$ cat src/efe_pkg.sv
// Constants for one channel of the E1 line front-end control block.
// Assumes the parallel host port and all strap pins come from outside the sys_clk domain.
// Function
// - 75 ohm preset template contents
// - 120 ohm preset template contents
// - Scale field defaults 100001, 3 percent steps
// - Transmit termination select and pulse setting
// - Receive termination select
// - Driver high impedance by pin or bit
// - Driver high impedance on clock loss, reset
// - Transmit power-down bit floats driver
// - Hardware pattern pins 11 power down transmit
// - Hardware termination pin and pulse pins
// - Monitor gain field 0/22/26/32 dB
// - Hardware monitor pin gives 0 or 26 dB
// - Equalizer enable bit, deep loss-of-signal levels
// - Hardware mode: equalizer off, sensitivity -10 dB
// - Slicer threshold 40/50/60/70 percent
// - Recovery bypass only dual rail, slicer direct
// - Recovered clock tracks jitter, holds phase
// - Receive decoder select, hardware mode pins
// - Waveform store 4 UI by 16 samples
// - Preset templates ignore amplitude scaling
package efe_pkg;
    localparam logic [5:0] ADDR_TERM_CFG = 6'h02;
    localparam logic [5:0] ADDR_TX_CFG0 = 6'h04;
    localparam logic [5:0] ADDR_TX_CFG1 = 6'h05;
    localparam logic [5:0] ADDR_TX_CFG2 = 6'h06;
    localparam logic [5:0] ADDR_RX_CFG0 = 6'h09;
    localparam logic [5:0] ADDR_RX_CFG1 = 6'h0a;
    localparam logic [5:0] ADDR_RX_CFG2 = 6'h0b;
    localparam logic [5:0] ADDR_STATUS = 6'h3e;
    localparam logic [7:0] RST_TERM_CFG = 8'h00;
    localparam logic [7:0] RST_TX_CFG0 = 8'h00;
    localparam logic [7:0] RST_TX_CFG1 = 8'h00;
    localparam logic [5:0] RST_AMP_SCALE = 6'h21;
    localparam logic [7:0] RST_RX_CFG0 = 8'h00;
    localparam logic [7:0] RST_RX_CFG1 = 8'h00;
    localparam logic [7:0] RST_RX_CFG2 = 8'h00;
    localparam int TX_TERM_LSB = 0;
    localparam int RX_TERM_LSB = 3;
    localparam int TX_OFF_BIT = 4;
    localparam int TX_MODE_LSB = 0;
    localparam int DRV_HIZ_BIT = 5;
    localparam int PULSE_LSB = 0;
    localparam int RX_MODE_LSB = 0;
    localparam int RX_OFF_BIT = 4;
    localparam int EQ_EN_BIT = 6;
    localparam int LOS_LVL_LSB = 0;
    localparam int MON_GAIN_LSB = 0;
    localparam int SLICER_THRESHOLD_LSB = 2;
    localparam logic [3:0] PULSE_75 = 4'h0;
    localparam logic [3:0] PULSE_120 = 4'h1;
    localparam logic [1:0] PULSE_ARB_TOP = 2'h3;
    localparam logic [1:0] GAIN_0DB = 2'h0;
    localparam logic [1:0] GAIN_26DB = 2'h2;
    localparam logic [1:0] SLICER_THRESHOLD_HW = 2'h1;
    localparam logic [1:0] CTRL_MODE_HW = 2'h0;
    localparam logic [1:0] PAT_TX_OFF = 2'h3;
    localparam logic [1:0] RX_MODE_BYPASS = 2'h3;
    localparam logic [6:0] TPL75_EDGE = 7'h0c;
    localparam logic [6:0] TPL75_FLAT = 7'h30;
    localparam logic [6:0] TPL120_EDGE = 7'h0f;
    localparam logic [6:0] TPL120_FLAT = 7'h3c;
    localparam logic [3:0] TPL_EDGE_IDX = 4'h3;
    localparam logic [3:0] TPL_FLAT_FIRST = 4'h4;
    localparam logic [3:0] TPL_FLAT_LAST = 4'hb;
    localparam int WAVE_UI = 4;
    localparam int WAVE_SAMPLES = 16;
    localparam int SYS_CLK_KHZ = 125000;
    localparam int LINE_RATE_KHZ = 2048;
    localparam int UI_CYCLES = SYS_CLK_KHZ / LINE_RATE_KHZ;
    localparam logic [6:0] UI_LAST = 7'(UI_CYCLES - 1);
    localparam logic [6:0] UI_HALF = 7'(UI_CYCLES / 2);
endpackage

$ cat src/efe_ctrl.sv
// Control logic of one E1 front-end channel: parallel register port, strap decode,
// template store, driver float control and slicer-to-receive-pin path.
// Assumes clock-loss and reset requests come from logic already on sys_clk.
`timescale 1ns/1ps
module efe_ctrl (
    input wire logic sys_clk,
    input wire logic rst,
    input wire logic cs_n,
    input wire logic rd_n,
    input wire logic wr_n,
    input wire logic [5:0] addr,
    input wire logic [7:0] data_in,
    output logic [7:0] data_out,
    output logic data_oe,
    input wire logic [1:0] ctrl_mode_pins,
    input wire logic driver_hiz_pin,
    input wire logic [1:0] pattern_select_pins,
    input wire logic term_mode_pin,
    input wire logic [1:0] pulse_select_pins,
    input wire logic monitor_gain_pin,
    input wire logic [1:0] path_mode_pins,
    input wire logic mclk_lost,
    input wire logic tclk_lost,
    input wire logic remote_loopback,
    input wire logic pattern_on_mclk,
    input wire logic soft_reset,
    input wire logic [1:0] wave_ui,
    input wire logic [3:0] wave_samp,
    input wire logic wave_wr_en,
    input wire logic [5:0] wave_wr_addr,
    input wire logic [6:0] wave_wr_data,
    input wire logic slicer_pos,
    input wire logic slicer_neg,
    input wire logic cdr_pos,
    input wire logic cdr_neg,
    output logic tx_term_internal,
    output logic tx_term_120,
    output logic rx_term_internal,
    output logic rx_term_120,
    output logic [3:0] pulse_template_select,
    output logic [5:0] amplitude_scale,
    output logic [6:0] wave_sample_data,
    output logic tx_powerdown,
    output logic driver_hiz,
    output logic rx_powerdown,
    output logic [1:0] monitor_gain,
    output logic equalizer_enable,
    output logic rx_sens_20db,
    output logic [4:0] los_level,
    output logic [1:0] slicer_threshold,
    output logic [1:0] rx_mode,
    output logic [1:0] tx_mode,
    output logic cdr_bypass,
    output logic rx_data_pos,
    output logic rx_data_neg,
    output logic rec_clk,
    output logic rec_clk_tick
);
    import efe_pkg::*;

    logic [1:0] slc_q;
    logic [1:0] mode_q;
    logic cs_q;
    logic rd_q;
    logic wr_q;
    logic [5:0] addr_q;
    logic [7:0] din_q;
    logic hz_pin;
    logic [1:0] pat_pins;
    logic term_pin;
    logic [1:0] pulse_template_select_pins;
    logic mon_pin;
    logic [1:0] pm_pins;

    // Strobes are inverted first, so the all-zero reset state reads as idle.
    efe_sync #(.W(17), .INIT(17'h00000)) u_port_sync (
        .sys_clk(sys_clk),
        .rst(rst),
        .d({~cs_n, ~rd_n, ~wr_n, addr, data_in}),
        .q({cs_q, rd_q, wr_q, addr_q, din_q})
    );
    efe_sync #(.W(9), .INIT(9'h000)) u_strap_sync (
        .sys_clk(sys_clk),
        .rst(rst),
        .d({driver_hiz_pin, pattern_select_pins, term_mode_pin, pulse_select_pins,
            monitor_gain_pin, path_mode_pins}),
        .q({hz_pin, pat_pins, term_pin, pulse_template_select_pins, mon_pin, pm_pins})
    );
    efe_sync #(.W(2), .INIT(2'h0)) u_mode_sync (
        .sys_clk(sys_clk),
        .rst(rst),
        .d(ctrl_mode_pins),
        .q(mode_q)
    );
    efe_sync #(.W(2), .INIT(2'h0)) u_slc_sync (
        .sys_clk(sys_clk),
        .rst(rst),
        .d({slicer_pos, slicer_neg}),
        .q(slc_q)
    );

    // Host port: a write is committed when the write strobe ends, using the
    // address and data held during the strobe, so slow buses settle first.
    logic wr_seen_ff;
    logic [5:0] wr_addr_ff;
    logic [7:0] wr_data_ff;
    logic wr_commit;
    assign wr_commit = wr_seen_ff & ~wr_q;

    always_ff @(posedge sys_clk or posedge rst) begin
        if (rst) begin
            wr_seen_ff <= 1'b0;
            wr_addr_ff <= 6'h00;
            wr_data_ff <= 8'h00;
        end else begin
            wr_seen_ff <= wr_q & cs_q;
            if (wr_q & cs_q) begin
                wr_addr_ff <= addr_q;
                wr_data_ff <= din_q;
            end
        end
    end

    logic [7:0] term_cfg_ff;
    logic [7:0] tx_cfg0_ff;
    logic [7:0] tx_cfg1_ff;
    logic [5:0] scale_ff;
    logic [7:0] rx_cfg0_ff;
    logic [7:0] rx_cfg1_ff;
    logic [7:0] rx_cfg2_ff;
    logic we_term;
    logic we_tx0;
    logic we_tx1;
    logic we_tx2;
    logic we_rx0;
    logic we_rx1;
    logic we_rx2;
    assign we_term = wr_commit & (wr_addr_ff == ADDR_TERM_CFG);
    assign we_tx0 = wr_commit & (wr_addr_ff == ADDR_TX_CFG0);
    assign we_tx1 = wr_commit & (wr_addr_ff == ADDR_TX_CFG1);
    assign we_tx2 = wr_commit & (wr_addr_ff == ADDR_TX_CFG2);
    assign we_rx0 = wr_commit & (wr_addr_ff == ADDR_RX_CFG0);
    assign we_rx1 = wr_commit & (wr_addr_ff == ADDR_RX_CFG1);
    assign we_rx2 = wr_commit & (wr_addr_ff == ADDR_RX_CFG2);

    always_ff @(posedge sys_clk or posedge rst) begin
        if (rst) begin
            term_cfg_ff <= RST_TERM_CFG;
            tx_cfg0_ff <= RST_TX_CFG0;
            tx_cfg1_ff <= RST_TX_CFG1;
            scale_ff <= RST_AMP_SCALE;
            rx_cfg0_ff <= RST_RX_CFG0;
            rx_cfg1_ff <= RST_RX_CFG1;
            rx_cfg2_ff <= RST_RX_CFG2;
        end else begin
            if (we_term) term_cfg_ff <= wr_data_ff;
            if (we_tx0) tx_cfg0_ff <= wr_data_ff;
            if (we_tx1) tx_cfg1_ff <= wr_data_ff;
            if (we_tx2) scale_ff <= wr_data_ff[5:0];
            if (we_rx0) rx_cfg0_ff <= wr_data_ff;
            if (we_rx1) rx_cfg1_ff <= wr_data_ff;
            if (we_rx2) rx_cfg2_ff <= wr_data_ff;
        end
    end

    // Register fields and hardware-mode selection.
    logic hw_mode;
    logic [2:0] t_term;
    logic [2:0] r_term;
    logic [3:0] pulse_template_select_reg;
    assign hw_mode = (mode_q == CTRL_MODE_HW);
    assign t_term = term_cfg_ff[TX_TERM_LSB +: 3];
    assign r_term = term_cfg_ff[RX_TERM_LSB +: 3];
    assign pulse_template_select_reg = tx_cfg1_ff[PULSE_LSB +: 4];

    logic nxt_tx_int;
    logic nxt_tx_120;
    logic nxt_rx_int;
    logic nxt_rx_120;
    logic [3:0] nxt_pulse_template_select;
    // Software mode: top bit set means external matching; the pulse setting is the register field.
    // Hardware mode: one pin chooses internal or external for both directions.
    assign nxt_tx_int = hw_mode ? ~term_pin : ~t_term[2];
    assign nxt_tx_120 = hw_mode ? pulse_template_select_pins[0] : t_term[0];
    assign nxt_rx_int = hw_mode ? ~term_pin : ~r_term[2];
    assign nxt_rx_120 = hw_mode ? pulse_template_select_pins[0] : r_term[0];
    assign nxt_pulse_template_select = hw_mode ? ((term_pin | pulse_template_select_pins[0]) ? PULSE_120 : PULSE_75)
                              : pulse_template_select_reg;

    logic arb_wave;
    logic [5:0] nxt_scale;
    assign arb_wave = (nxt_pulse_template_select[3:2] == PULSE_ARB_TOP);
    // Preset templates run at their nominal amplitude whatever the scale field holds.
    assign nxt_scale = arb_wave ? scale_ff : RST_AMP_SCALE;

    logic nxt_tx_off;
    logic nxt_hiz;
    logic tclk_fault;
    assign nxt_tx_off = hw_mode ? (pat_pins == PAT_TX_OFF)
                                : tx_cfg0_ff[TX_OFF_BIT];
    assign tclk_fault = tclk_lost & ~remote_loopback & ~pattern_on_mclk;
    assign nxt_hiz = hz_pin | (~hw_mode & tx_cfg1_ff[DRV_HIZ_BIT]) | nxt_tx_off
                   | mclk_lost | tclk_fault | soft_reset;

    logic [1:0] nxt_gain;
    logic nxt_eq;
    logic [1:0] nxt_rx_mode;
    logic [1:0] nxt_tx_mode;
    logic nxt_bypass;
    // Software must keep gain at 0 dB unless it is bridging a line for monitoring.
    assign nxt_gain = hw_mode ? (mon_pin ? GAIN_26DB : GAIN_0DB)
                              : rx_cfg2_ff[MON_GAIN_LSB +: 2];
    assign nxt_eq = ~hw_mode & rx_cfg1_ff[EQ_EN_BIT];
    assign nxt_rx_mode = hw_mode ? pm_pins : rx_cfg0_ff[RX_MODE_LSB +: 2];
    assign nxt_tx_mode = hw_mode ? pm_pins : tx_cfg0_ff[TX_MODE_LSB +: 2];
    // Only the dual-rail bypass code skips recovery; single rail always recovers.
    assign nxt_bypass = (nxt_rx_mode == RX_MODE_BYPASS);

    always_ff @(posedge sys_clk or posedge rst) begin
        if (rst) begin
            tx_term_internal <= 1'b1;
            tx_term_120 <= 1'b0;
            rx_term_internal <= 1'b1;
            rx_term_120 <= 1'b0;
            pulse_template_select <= PULSE_75;
            amplitude_scale <= RST_AMP_SCALE;
            tx_powerdown <= 1'b0;
            driver_hiz <= 1'b1;
            rx_powerdown <= 1'b0;
            monitor_gain <= GAIN_0DB;
            equalizer_enable <= 1'b0;
            rx_sens_20db <= 1'b0;
            los_level <= 5'h00;
            slicer_threshold <= 2'h0;
            rx_mode <= 2'h0;
            tx_mode <= 2'h0;
            cdr_bypass <= 1'b0;
        end else begin
            tx_term_internal <= nxt_tx_int;
            tx_term_120 <= nxt_tx_120;
            rx_term_internal <= nxt_rx_int;
            rx_term_120 <= nxt_rx_120;
            pulse_template_select <= nxt_pulse_template_select;
            amplitude_scale <= nxt_scale;
            tx_powerdown <= nxt_tx_off;
            driver_hiz <= nxt_hiz;
            rx_powerdown <= ~hw_mode & rx_cfg0_ff[RX_OFF_BIT];
            monitor_gain <= nxt_gain;
            equalizer_enable <= nxt_eq;
            rx_sens_20db <= nxt_eq;
            los_level <= nxt_eq ? rx_cfg1_ff[LOS_LVL_LSB +: 5] : 5'h00;
            slicer_threshold <= hw_mode ? SLICER_THRESHOLD_HW : rx_cfg2_ff[SLICER_THRESHOLD_LSB +: 2];
            rx_mode <= nxt_rx_mode;
            tx_mode <= nxt_tx_mode;
            cdr_bypass <= nxt_bypass;
        end
    end

    // Waveform store: 64 user samples plus the two preset tables, generated per entry.
    localparam int WAVE_DEPTH = WAVE_UI * WAVE_SAMPLES;
    logic [6:0] wave_ram [WAVE_DEPTH];
    logic [6:0] rom75 [WAVE_DEPTH];
    logic [6:0] rom120 [WAVE_DEPTH];
    genvar e;
    generate
        for (e = 0; e < WAVE_DEPTH; e++) begin : g_rom
            localparam logic [5:0] EA = 6'(e);
            localparam bit IN_UI1 = (EA[5:4] == 2'h0);
            localparam bit EDGE = IN_UI1 && (EA[3:0] == TPL_EDGE_IDX);
            localparam bit FLAT = IN_UI1 && (EA[3:0] >= TPL_FLAT_FIRST)
                                 && (EA[3:0] <= TPL_FLAT_LAST);
            assign rom75[e] = EDGE ? TPL75_EDGE : (FLAT ? TPL75_FLAT : 7'h00);
            assign rom120[e] = EDGE ? TPL120_EDGE : (FLAT ? TPL120_FLAT : 7'h00);
        end
    endgenerate

    always_ff @(posedge sys_clk) begin
        if (wave_wr_en) begin
            wave_ram[wave_wr_addr] <= wave_wr_data;
        end
    end

    logic [5:0] wave_idx;
    logic [6:0] nxt_sample;
    assign wave_idx = {wave_ui, wave_samp};
    assign nxt_sample = arb_wave ? wave_ram[wave_idx]
                      : (nxt_pulse_template_select == PULSE_75 ? rom75[wave_idx] : rom120[wave_idx]);

    always_ff @(posedge sys_clk or posedge rst) begin
        if (rst) begin
            wave_sample_data <= 7'h00;
        end else begin
            wave_sample_data <= nxt_sample;
        end
    end

    // Recovery clock: a UI counter realigned at the start of each slicer mark follows jitter,
    // and freewheels at the nominal rate while no pulses arrive, holding phase.
    logic [1:0] slc_prev_ff;
    logic [6:0] ph_ff;
    logic [6:0] nxt_ph;
    logic mark_edge;
    assign mark_edge = (slc_q != 2'h0) & (slc_prev_ff == 2'h0);
    assign nxt_ph = mark_edge ? 7'h00 : ((ph_ff == UI_LAST) ? 7'h00 : ph_ff + 7'h01);

    always_ff @(posedge sys_clk or posedge rst) begin
        if (rst) begin
            slc_prev_ff <= 2'h0;
            ph_ff <= 7'h00;
            rec_clk <= 1'b0;
            rec_clk_tick <= 1'b0;
        end else begin
            slc_prev_ff <= slc_q;
            ph_ff <= nxt_ph;
            rec_clk <= (nxt_ph < UI_HALF);
            rec_clk_tick <= (nxt_ph == UI_HALF);
        end
    end

    // Receive pins: slicer straight through in bypass, recovered data otherwise.
    always_ff @(posedge sys_clk or posedge rst) begin
        if (rst) begin
            rx_data_pos <= 1'b0;
            rx_data_neg <= 1'b0;
        end else if (nxt_bypass) begin
            rx_data_pos <= slc_q[1];
            rx_data_neg <= slc_q[0];
        end else begin
            rx_data_pos <= cdr_pos;
            rx_data_neg <= cdr_neg;
        end
    end

    // Read port: unmapped addresses return zero; status shows effective settings.
    logic [7:0] status_word;
    logic [7:0] rd_word;
    logic [5:0] ra;
    assign ra = addr_q;
    assign status_word = {3'h0, equalizer_enable, cdr_bypass, hw_mode, tx_powerdown, driver_hiz};
    assign rd_word = (ra == ADDR_TERM_CFG) ? term_cfg_ff :
                     (ra == ADDR_TX_CFG0) ? tx_cfg0_ff :
                     (ra == ADDR_TX_CFG1) ? tx_cfg1_ff :
                     (ra == ADDR_TX_CFG2) ? {2'h0, scale_ff} :
                     (ra == ADDR_RX_CFG0) ? rx_cfg0_ff :
                     (ra == ADDR_RX_CFG1) ? rx_cfg1_ff :
                     (ra == ADDR_RX_CFG2) ? rx_cfg2_ff :
                     (ra == ADDR_STATUS) ? status_word : 8'h00;

    always_ff @(posedge sys_clk or posedge rst) begin
        if (rst) begin
            data_out <= 8'h00;
            data_oe <= 1'b0;
        end else begin
            data_out <= rd_word;
            data_oe <= cs_q & rd_q & ~wr_q;
        end
    end
endmodule

$ cat src/efe_sync.sv
// Three-stage pin synchroniser with a glitch filter on the last two stages.
// Assumes the inputs are levels from outside the sys_clk domain.
`timescale 1ns/1ps
module efe_sync #(
    parameter int W = 1,
    parameter logic [W-1:0] INIT = '0
) (
    input wire logic sys_clk,
    input wire logic rst,
    input wire logic [W-1:0] d,
    output logic [W-1:0] q
);
    logic [W-1:0] s1_ff;
    logic [W-1:0] s2_ff;
    logic [W-1:0] s3_ff;
    logic [W-1:0] q_ff;
    logic [W-1:0] nxt_q;

    genvar i;
    generate
        for (i = 0; i < W; i++) begin : g_bit
            // A bit only moves once stages two and three agree, so one-cycle glitches die.
            assign nxt_q[i] = (s2_ff[i] == s3_ff[i]) ? s3_ff[i] : q_ff[i];
        end
    endgenerate

    always_ff @(posedge sys_clk or posedge rst) begin
        if (rst) begin
            s1_ff <= INIT;
            s2_ff <= INIT;
            s3_ff <= INIT;
            q_ff <= INIT;
        end else begin
            s1_ff <= d;
            s2_ff <= s1_ff;
            s3_ff <= s2_ff;
            q_ff <= nxt_q;
        end
    end

    assign q = q_ff;
endmodule

$ cat config.mk
export PLATFORM = sky130hd
export DESIGN_NAME = efe_ctrl
export DESIGN_NICKNAME = d
export VERILOG_FILES = /design/src/efe_pkg.sv /design/src/efe_ctrl.sv /design/src/efe_sync.sv
export SDC_FILE = /design/constraint.sdc
export NUM_CORES = 1
export LEC_CHECK = 0
export BUFFER_PORTS_ARGS = -buffer_cell sky130_fd_sc_hd__buf_2
export CAP_MARGIN = 20
export CORE_UTILIZATION = 45
export CTS_CLUSTER_SIZE = 20
export DETAILED_ROUTE_END_ITERATION = 7
export HOLD_SLACK_MARGIN = 0.15
export PLACE_DENSITY = 0.66
export SKIP_LAST_GASP = 1
export SYNTH_ARGS = -nofsm -noshare
export SYNTH_HDL_FRONTEND = slang
export SYNTH_HIERARCHICAL = 1
export SYNTH_SLANG_ARGS = --single-unit
export TNS_END_PERCENT = 30
$ cat constraint.sdc
create_clock -name sys_clk -period 4.4 [get_ports sys_clk]
set_clock_uncertainty 0.15 [all_clocks]
set_input_delay 0.88 -clock sys_clk [delete_from_list [all_inputs] [get_ports sys_clk]]
set_output_delay 0.88 -clock sys_clk [all_outputs]
set_load 0.05 [all_outputs]
== Word level (Yosys, flattened, before mapping) ==
Memory sizes are Yosys's and may differ from the RTL's.
Index checks and enable logic that the tools add are counted.

* Logic and storage cells: 203
* Output and inout port bits: 53
* Bits in writable memories: 448
* Register bits after elaboration: 249
* Memories: 3
* Memory bits (read-only): 896

{| class="wikitable"
|+ Memory list
! name !! words !! width !! rd ports !! clocked after memory_dff !! wr ports !! line !! RTL
|-
| (name not given) || 64 || 7 || 1 || 0 || 0 || efe_ctrl.sv:287 || <nowiki>: (nxt_pulse_template_select == PULSE_75 ? rom75[wave_idx] : rom120[wave_idx]);</nowiki>
|-
| (name not given) || 64 || 7 || 1 || 0 || 0 || efe_ctrl.sv:287 ||
|-
| wave_ram || 64 || 7 || 1 || 0 || 1 || efe_ctrl.sv:261 || <nowiki>logic [6:0] wave_ram [WAVE_DEPTH];</nowiki>
|}

* $lt $le $gt $ge: 2
* Muxes and demuxes: 34
* Add/subtract/negate cells: 1
* Reductions and logical operators: 4
* Bitwise logic cells: 34
* Equality and inequality tests: 49

{| class="wikitable"
|+ Operator list
! cell !! number
|-
| 2-to-1 mux 7 bit || 8
|-
| 2-to-1 mux 8 bit || 7
|-
| equality test 6 x 3 -> 1 bit (second input constant) || 6
|-
| equality test 6 x 4 -> 1 bit (second input constant) || 6
|-
| equality test 1 bit || 29
|-
| bitwise AND 1 bit || 17
|-
| equality test 6 x 2 -> 1 bit (second input constant) || 2
|-
| 2-to-1 mux 1 bit || 10
|-
| 2-to-1 mux 2 bit || 5
|-
| 2-to-1 mux 5 bit || 2
|-
| NOT 1 bit || 10
|-
| adder 7 x 1 -> 7 bit (second input constant) || 1
|-
| equality test 7 x 5 -> 1 bit (second input constant) || 1
|-
| equality test 7 x 6 -> 1 bit (second input constant) || 1
|-
| greater-or-equal comparator 7 bit (second input constant) || 1
|-
| less-than comparator 7 x 5 -> 1 bit (second input constant) || 1
|-
| NOT 6 -> 7 bit || 1
|-
| equality test 2 bit (second input constant) || 3
|-
| equality test 6 bit (second input constant) || 1
|-
| 2-to-1 mux 6 bit || 1
|-
| bitwise OR 1 bit || 6
|-
| zero test 2 bit || 2
|-
| zero test 4 bit || 1
|-
| 2-to-1 mux 4 bit || 1
|-
| nonzero test 2 bit || 1
|}

== Longest topological paths before layout ==
* Depth in word-level cells: 9
* Depth in mapped cells: 9
* Mapped depth without buffers: 7

== Modules after synthesis ==
The synthesis kept the hierarchy.

{| class="wikitable"
|+ By module, submodules not included
! module !! sequential area each (µm²) !! cells an instance !! instances !! area an instance (µm²)
|-
| efe_ctrl || 16714.8 || 1230 || 1 || 22845.7
|-
| efe_sync at u_port_sync || 1701.6 || 86 || 1 || 1896.8
|-
| efe_sync at u_strap_sync || 900.9 || 46 || 1 || 1006.0
|-
| efe_sync at u_mode_sync ... || 200.2 || 11 || 2 || 226.5
|}

== Least setup slack after synthesis ==
No wires, ideal clock.

* Path kind: in2reg
* Start point: input port wave_samp[1]
* End point: register wave_sample_data[3]
* Slack: 1567 ps
* Data arrival time: 2552 ps
* Cell stages on the path: 9
* Path through: buf_4 > buf_2 > buf_2 > buf_2 > mux4_2 > a221oi_1 > nand2_1 > nand3_1 > nand3_1

* Cells in the longest elaborated chain, start to end: 6
* Elaborated cells between the ends (all ways): 10

{| class="wikitable"
|+ RTL lines
! element !! line !! RTL
|-
| start, declared || efe_ctrl.sv:28 || <nowiki>input wire logic [3:0] wave_samp,</nowiki>
|-
| NOT 6 -> 7 bit (not written as such) || efe_ctrl.sv:287 ||
|-
| memory (64 x 7 bit) || - ||
|-
| 2-to-1 mux 7 bit (not written as such) (2 in a row) || efe_ctrl.sv:287 ||
|-
| 2-to-1 mux 7 bit || efe_ctrl.sv:287 ||
|-
| 2-to-1 mux 7 bit * || efe_ctrl.sv:286 || <nowiki>assign nxt_sample = arb_wave ? wave_ram[wave_idx]</nowiki>
|-
| net nxt_sample[3] || efe_ctrl.sv:284 || <nowiki>logic [6:0] nxt_sample;</nowiki>
|-
| end signal, assigned || efe_ctrl.sv:293 || <nowiki>wave_sample_data <= nxt_sample;</nowiki>
|-
| end, declared || efe_ctrl.sv:42 || <nowiki>output logic [6:0] wave_sample_data,</nowiki>
|}

Mark *: on every way through the listed nets, which the timed path passes. The rest lies on a longest branch. The select of a mux whose other input is x is not followed.
A chain may end at the register's enable or synchronous reset.

== Worst setup path in the final report ==
* Start point: register u_port_sync.q_ff[14], in the netlist u_port_sync/q[14]
* End point: register rx_cfg0_ff[1]

* Cells in the longest elaborated chain, start to end: 3

{| class="wikitable"
|+ RTL lines
! element !! line !! RTL
|-
| start, declared || efe_sync.sv:16 || <nowiki>logic [W-1:0] q_ff;</nowiki>
|-
| start signal, assigned || efe_sync.sv:37 || <nowiki>q_ff <= nxt_q;</nowiki>
|-
| NOT 1 bit || efe_ctrl.sv:108 || <nowiki>assign wr_commit = wr_seen_ff & ~wr_q;</nowiki>
|-
| bitwise AND 1 bit || efe_ctrl.sv:108 ||
|-
| bitwise AND 1 bit || efe_ctrl.sv:142 || <nowiki>assign we_rx0 = wr_commit & (wr_addr_ff == ADDR_RX_CFG0);</nowiki>
|-
| end signal, assigned || efe_ctrl.sv:160 || <nowiki>if (we_rx0) rx_cfg0_ff <= wr_data_ff;</nowiki>
|-
| end, declared || efe_ctrl.sv:128 || <nowiki>logic [7:0] rx_cfg0_ff;</nowiki>
|}

No other way between the ends.

==> flow_summary.json <==
{
  "io_buffers": 110,
  "yosys_warnings": 6,
  "grt_max_degree": 124,
  "end_kind": "flip-flop",
  "relSlewSlack_pct": 36.8,
  "reg2reg_depth": 4,
  "hp-class": "flip-flop to flip-flop",
  "crit_fanout": 8,
  "power_leakage_uw": 0.0111,
  "top_register": "wave_ram",
  "layout_setup_ws_ps": 1560,
  "power_frac_comb_pct": 7.2,
  "swShare_pct": 22.6,
  "vias": 13100,
  "grt_pass1_wl_um": 82700,
  "fmax_mhz": 352,
  "cts_buffer_depth": 3,
  "gp_congestion": 0.807,
  "clkLatencyLatePin_ps": 610,
  "setup_viol": 0,
  "dp_cells": 2215,
  "r2r-start": "u_port_sync/q[14]",
  "dr.first_iter.drc_count": 1164,
  "drive_gt1_share_pct": 30.9,
  "power_density_nw_per_um2": 488,
  "rsz0062_at_grt": "no",
  "dpl_worst_slack_ps": 985,
  "pwr-share-clk_pct": 41.7,
  "rrSetupSlack_ps": 1560,
  "outcome": "finished clean",
  "cts-resized-gates": 0,
  "setup_tns_ps": 0,
  "period_needed_ps": 2840,
  "cts_tree": "done",
  "critPathLaunch": "u_port_sync/q[14]",
  "maxCapViolations": 0,
  "syn_nets": 1440,
  "rows": 87,
  "antenna_found_initial": 1,
  "synthCells": 1379,
  "routed_wl_um": 54300,
  "grt-ovfl-total": 0,
  "worstSetupPathType": "flip-flop to flip-flop",
  "crit_end": "rx_cfg0_ff[1]",
  "io_pins": 112,
  "h-tree-depth": 3,
  "die_area_um2": 58900,
  "grt_pass1_vias": 13400,
  "area_delta_synth_final_pct": 15.4,
  "clk_pin_slew_worst_paths_ps": 60,
  "core_area_um2": 56800,
  "diodes": 0,
  "drtPass1Iterations": 5,
  "cp-start-kind": "flip-flop",
  "initial_core_util_pct": 45.9,
  "routedWlPerCell_um": 23.1,
  "die_h_um": 243,
  "cts.sinks": 694,
  "cts_buffers": 71,
  "worstMarginPinSlew_ps": 944,
  "cts-root-buf": "clkbuf_16",
  "worst_ir_drop_vdd_uv": 379,
  "seqPwrFrac_pct": 51.1,
  "largest_reg_flops": 448,
  "layout.cells.non_filler": 2349,
  "gr-usage-all-layers_pct": 18.8,
  "hold_ws_ps": 195,
  "drcViolationCount": 0,
  "synth.avg_cell_area_um2": 18.9,
  "hold_viol": 0,
  "hpwl_um": 34300,
  "netlist_area_um2": 26100,
  "internal_power_uw": 11400,
  "fin_crit_sh_pct": 64.6,
  "worstReg2RegEnd": "rx_cfg0_ff[1]",
  "ant_nets": 0,
  "dieWidth_um": 243,
  "p_switching_uw": 3320,
  "cp.arrival_ps": 3160,
  "worst_ep_required_time_ps": 4720,
  "fin_nets": 1601,
  "viasPerCell": 5.60,
  "finalMaxSlewViolations": 0
}
routing by layer:
metal	wire, um	track usage [%]	up-vias
met4	1490	6.57	2
li1	-	-	5724
met1	23600	26.2	6838
met5	9	0	-
met2	25900	29.4	479
met3	3280	4.02	100
final cells by class:
class / count / area [um2]
clock buffers: 96 / 2060
fillers: 4443 / 26700
flip-flops and latches: 694 / 19600
well taps: 756 / 946
repair buffers: 143 / 955
multi-input cells: 618 / 6140
clock inverters: 30 / 352
inverters: 12 / 48.8
through the flow:
stage / utilization (%) / instance area (um2) / power (uW)
after floorplan: - / 26100 / 8270
after global placement: 48.5 / 27600 / 8650
after detailed placement: 48.5 / 27600 / 8680
after CTS: 52.7 / 30000 / 14800
after global routing: 53.0 / 30100 / 15200
final: 53.0 / 30100 / 14700
power groups by stage:
| stage | clock network [uW] | registers [uW] | logic [uW] |
|---|---|---|---|
| floorplan | 0 | 7680 | 594 |
| global placement | 0 | 7620 | 1020 |
| detailed placement | 0 | 7640 | 1040 |
| CTS | 6250 | 7510 | 1050 |
| global route | 6510 | 7550 | 1130 |
| finish | 6140 | 7510 | 1050 |
worst max-delay path, stage by stage, from the launching register on:
cell	delay, ps
dfrtp_1	430
nor4b_1	770
nand2b_1	180
nor2_1	770
mux2_2	420
repair_timing:
item / 4_1_cts / 5_1_grt
hold buffers: 1 / 0
setup buffers: 0 / 0
setup endpoints to repair: 0 / 0
endpoints found under the hold margin: 14 / 0
worst min path at each step:
| stage | start | to | slack, ps | cells past startpoint |
|---|---|---|---|---|
| detailed placement | u_port_sync/s1_ff[14] | u_port_sync/s2_ff[14] | 180 | 0 |
| floorplan | u_mode_sync/s1_ff[0] | u_mode_sync/s2_ff[0] | 180 | 0 |
| finish | u_port_sync/s1_ff[5] | u_port_sync/s2_ff[5] | 200 | 0 |
| CTS | addr[2] | u_port_sync/s1_ff[10] | 190 | 1 |
| global placement | u_port_sync/s1_ff[7] | u_port_sync/s2_ff[7] | 180 | 0 |
| global route | addr[1] | u_port_sync/s1_ff[9] | 200 | 1 |
layout by cell type (no fill, tap or decap), types with 4 or more instances in the layout:
| cell | count |
|---|---|
| mux4_2 | 115 |
| o21ai_0 | 9 |
| nand3b_1 | 5 |
| mux2_2 | 76 |
| o22ai_1 | 7 |
| nand2_1 | 48 |
| nand4_1 | 10 |
| mux2i_1 | 21 |
| nor2_1 | 95 |
| buf_4 | 22 |
| buf_12 | 10 |
| a21oi_1 | 16 |
| nor3_1 | 15 |
| dfstp_2 | 7 |
| dfrtp_1 | 239 |
| nand3_1 | 26 |
| o21a_1 | 6 |
| buf_2 | 108 |
| and3_1 | 7 |
| clkbuf_1 | 13 |
| or2_2 | 4 |
| clkbuf_8 | 6 |
| a221oi_1 | 12 |
| o31ai_1 | 6 |
| nor2b_1 | 13 |
| clkinv_2 | 14 |
| inv_1 | 10 |
| edfxtp_1 | 448 |
| nand2b_1 | 13 |
| bufinv_16 | 7 |
| clkbuf_16 | 77 |
| a22oi_1 | 19 |
| maj3_2 | 29 |
| and2_1 | 17 |
| or3_1 | 4 |
Note: power is estimated with default switching activity, not from simulation.
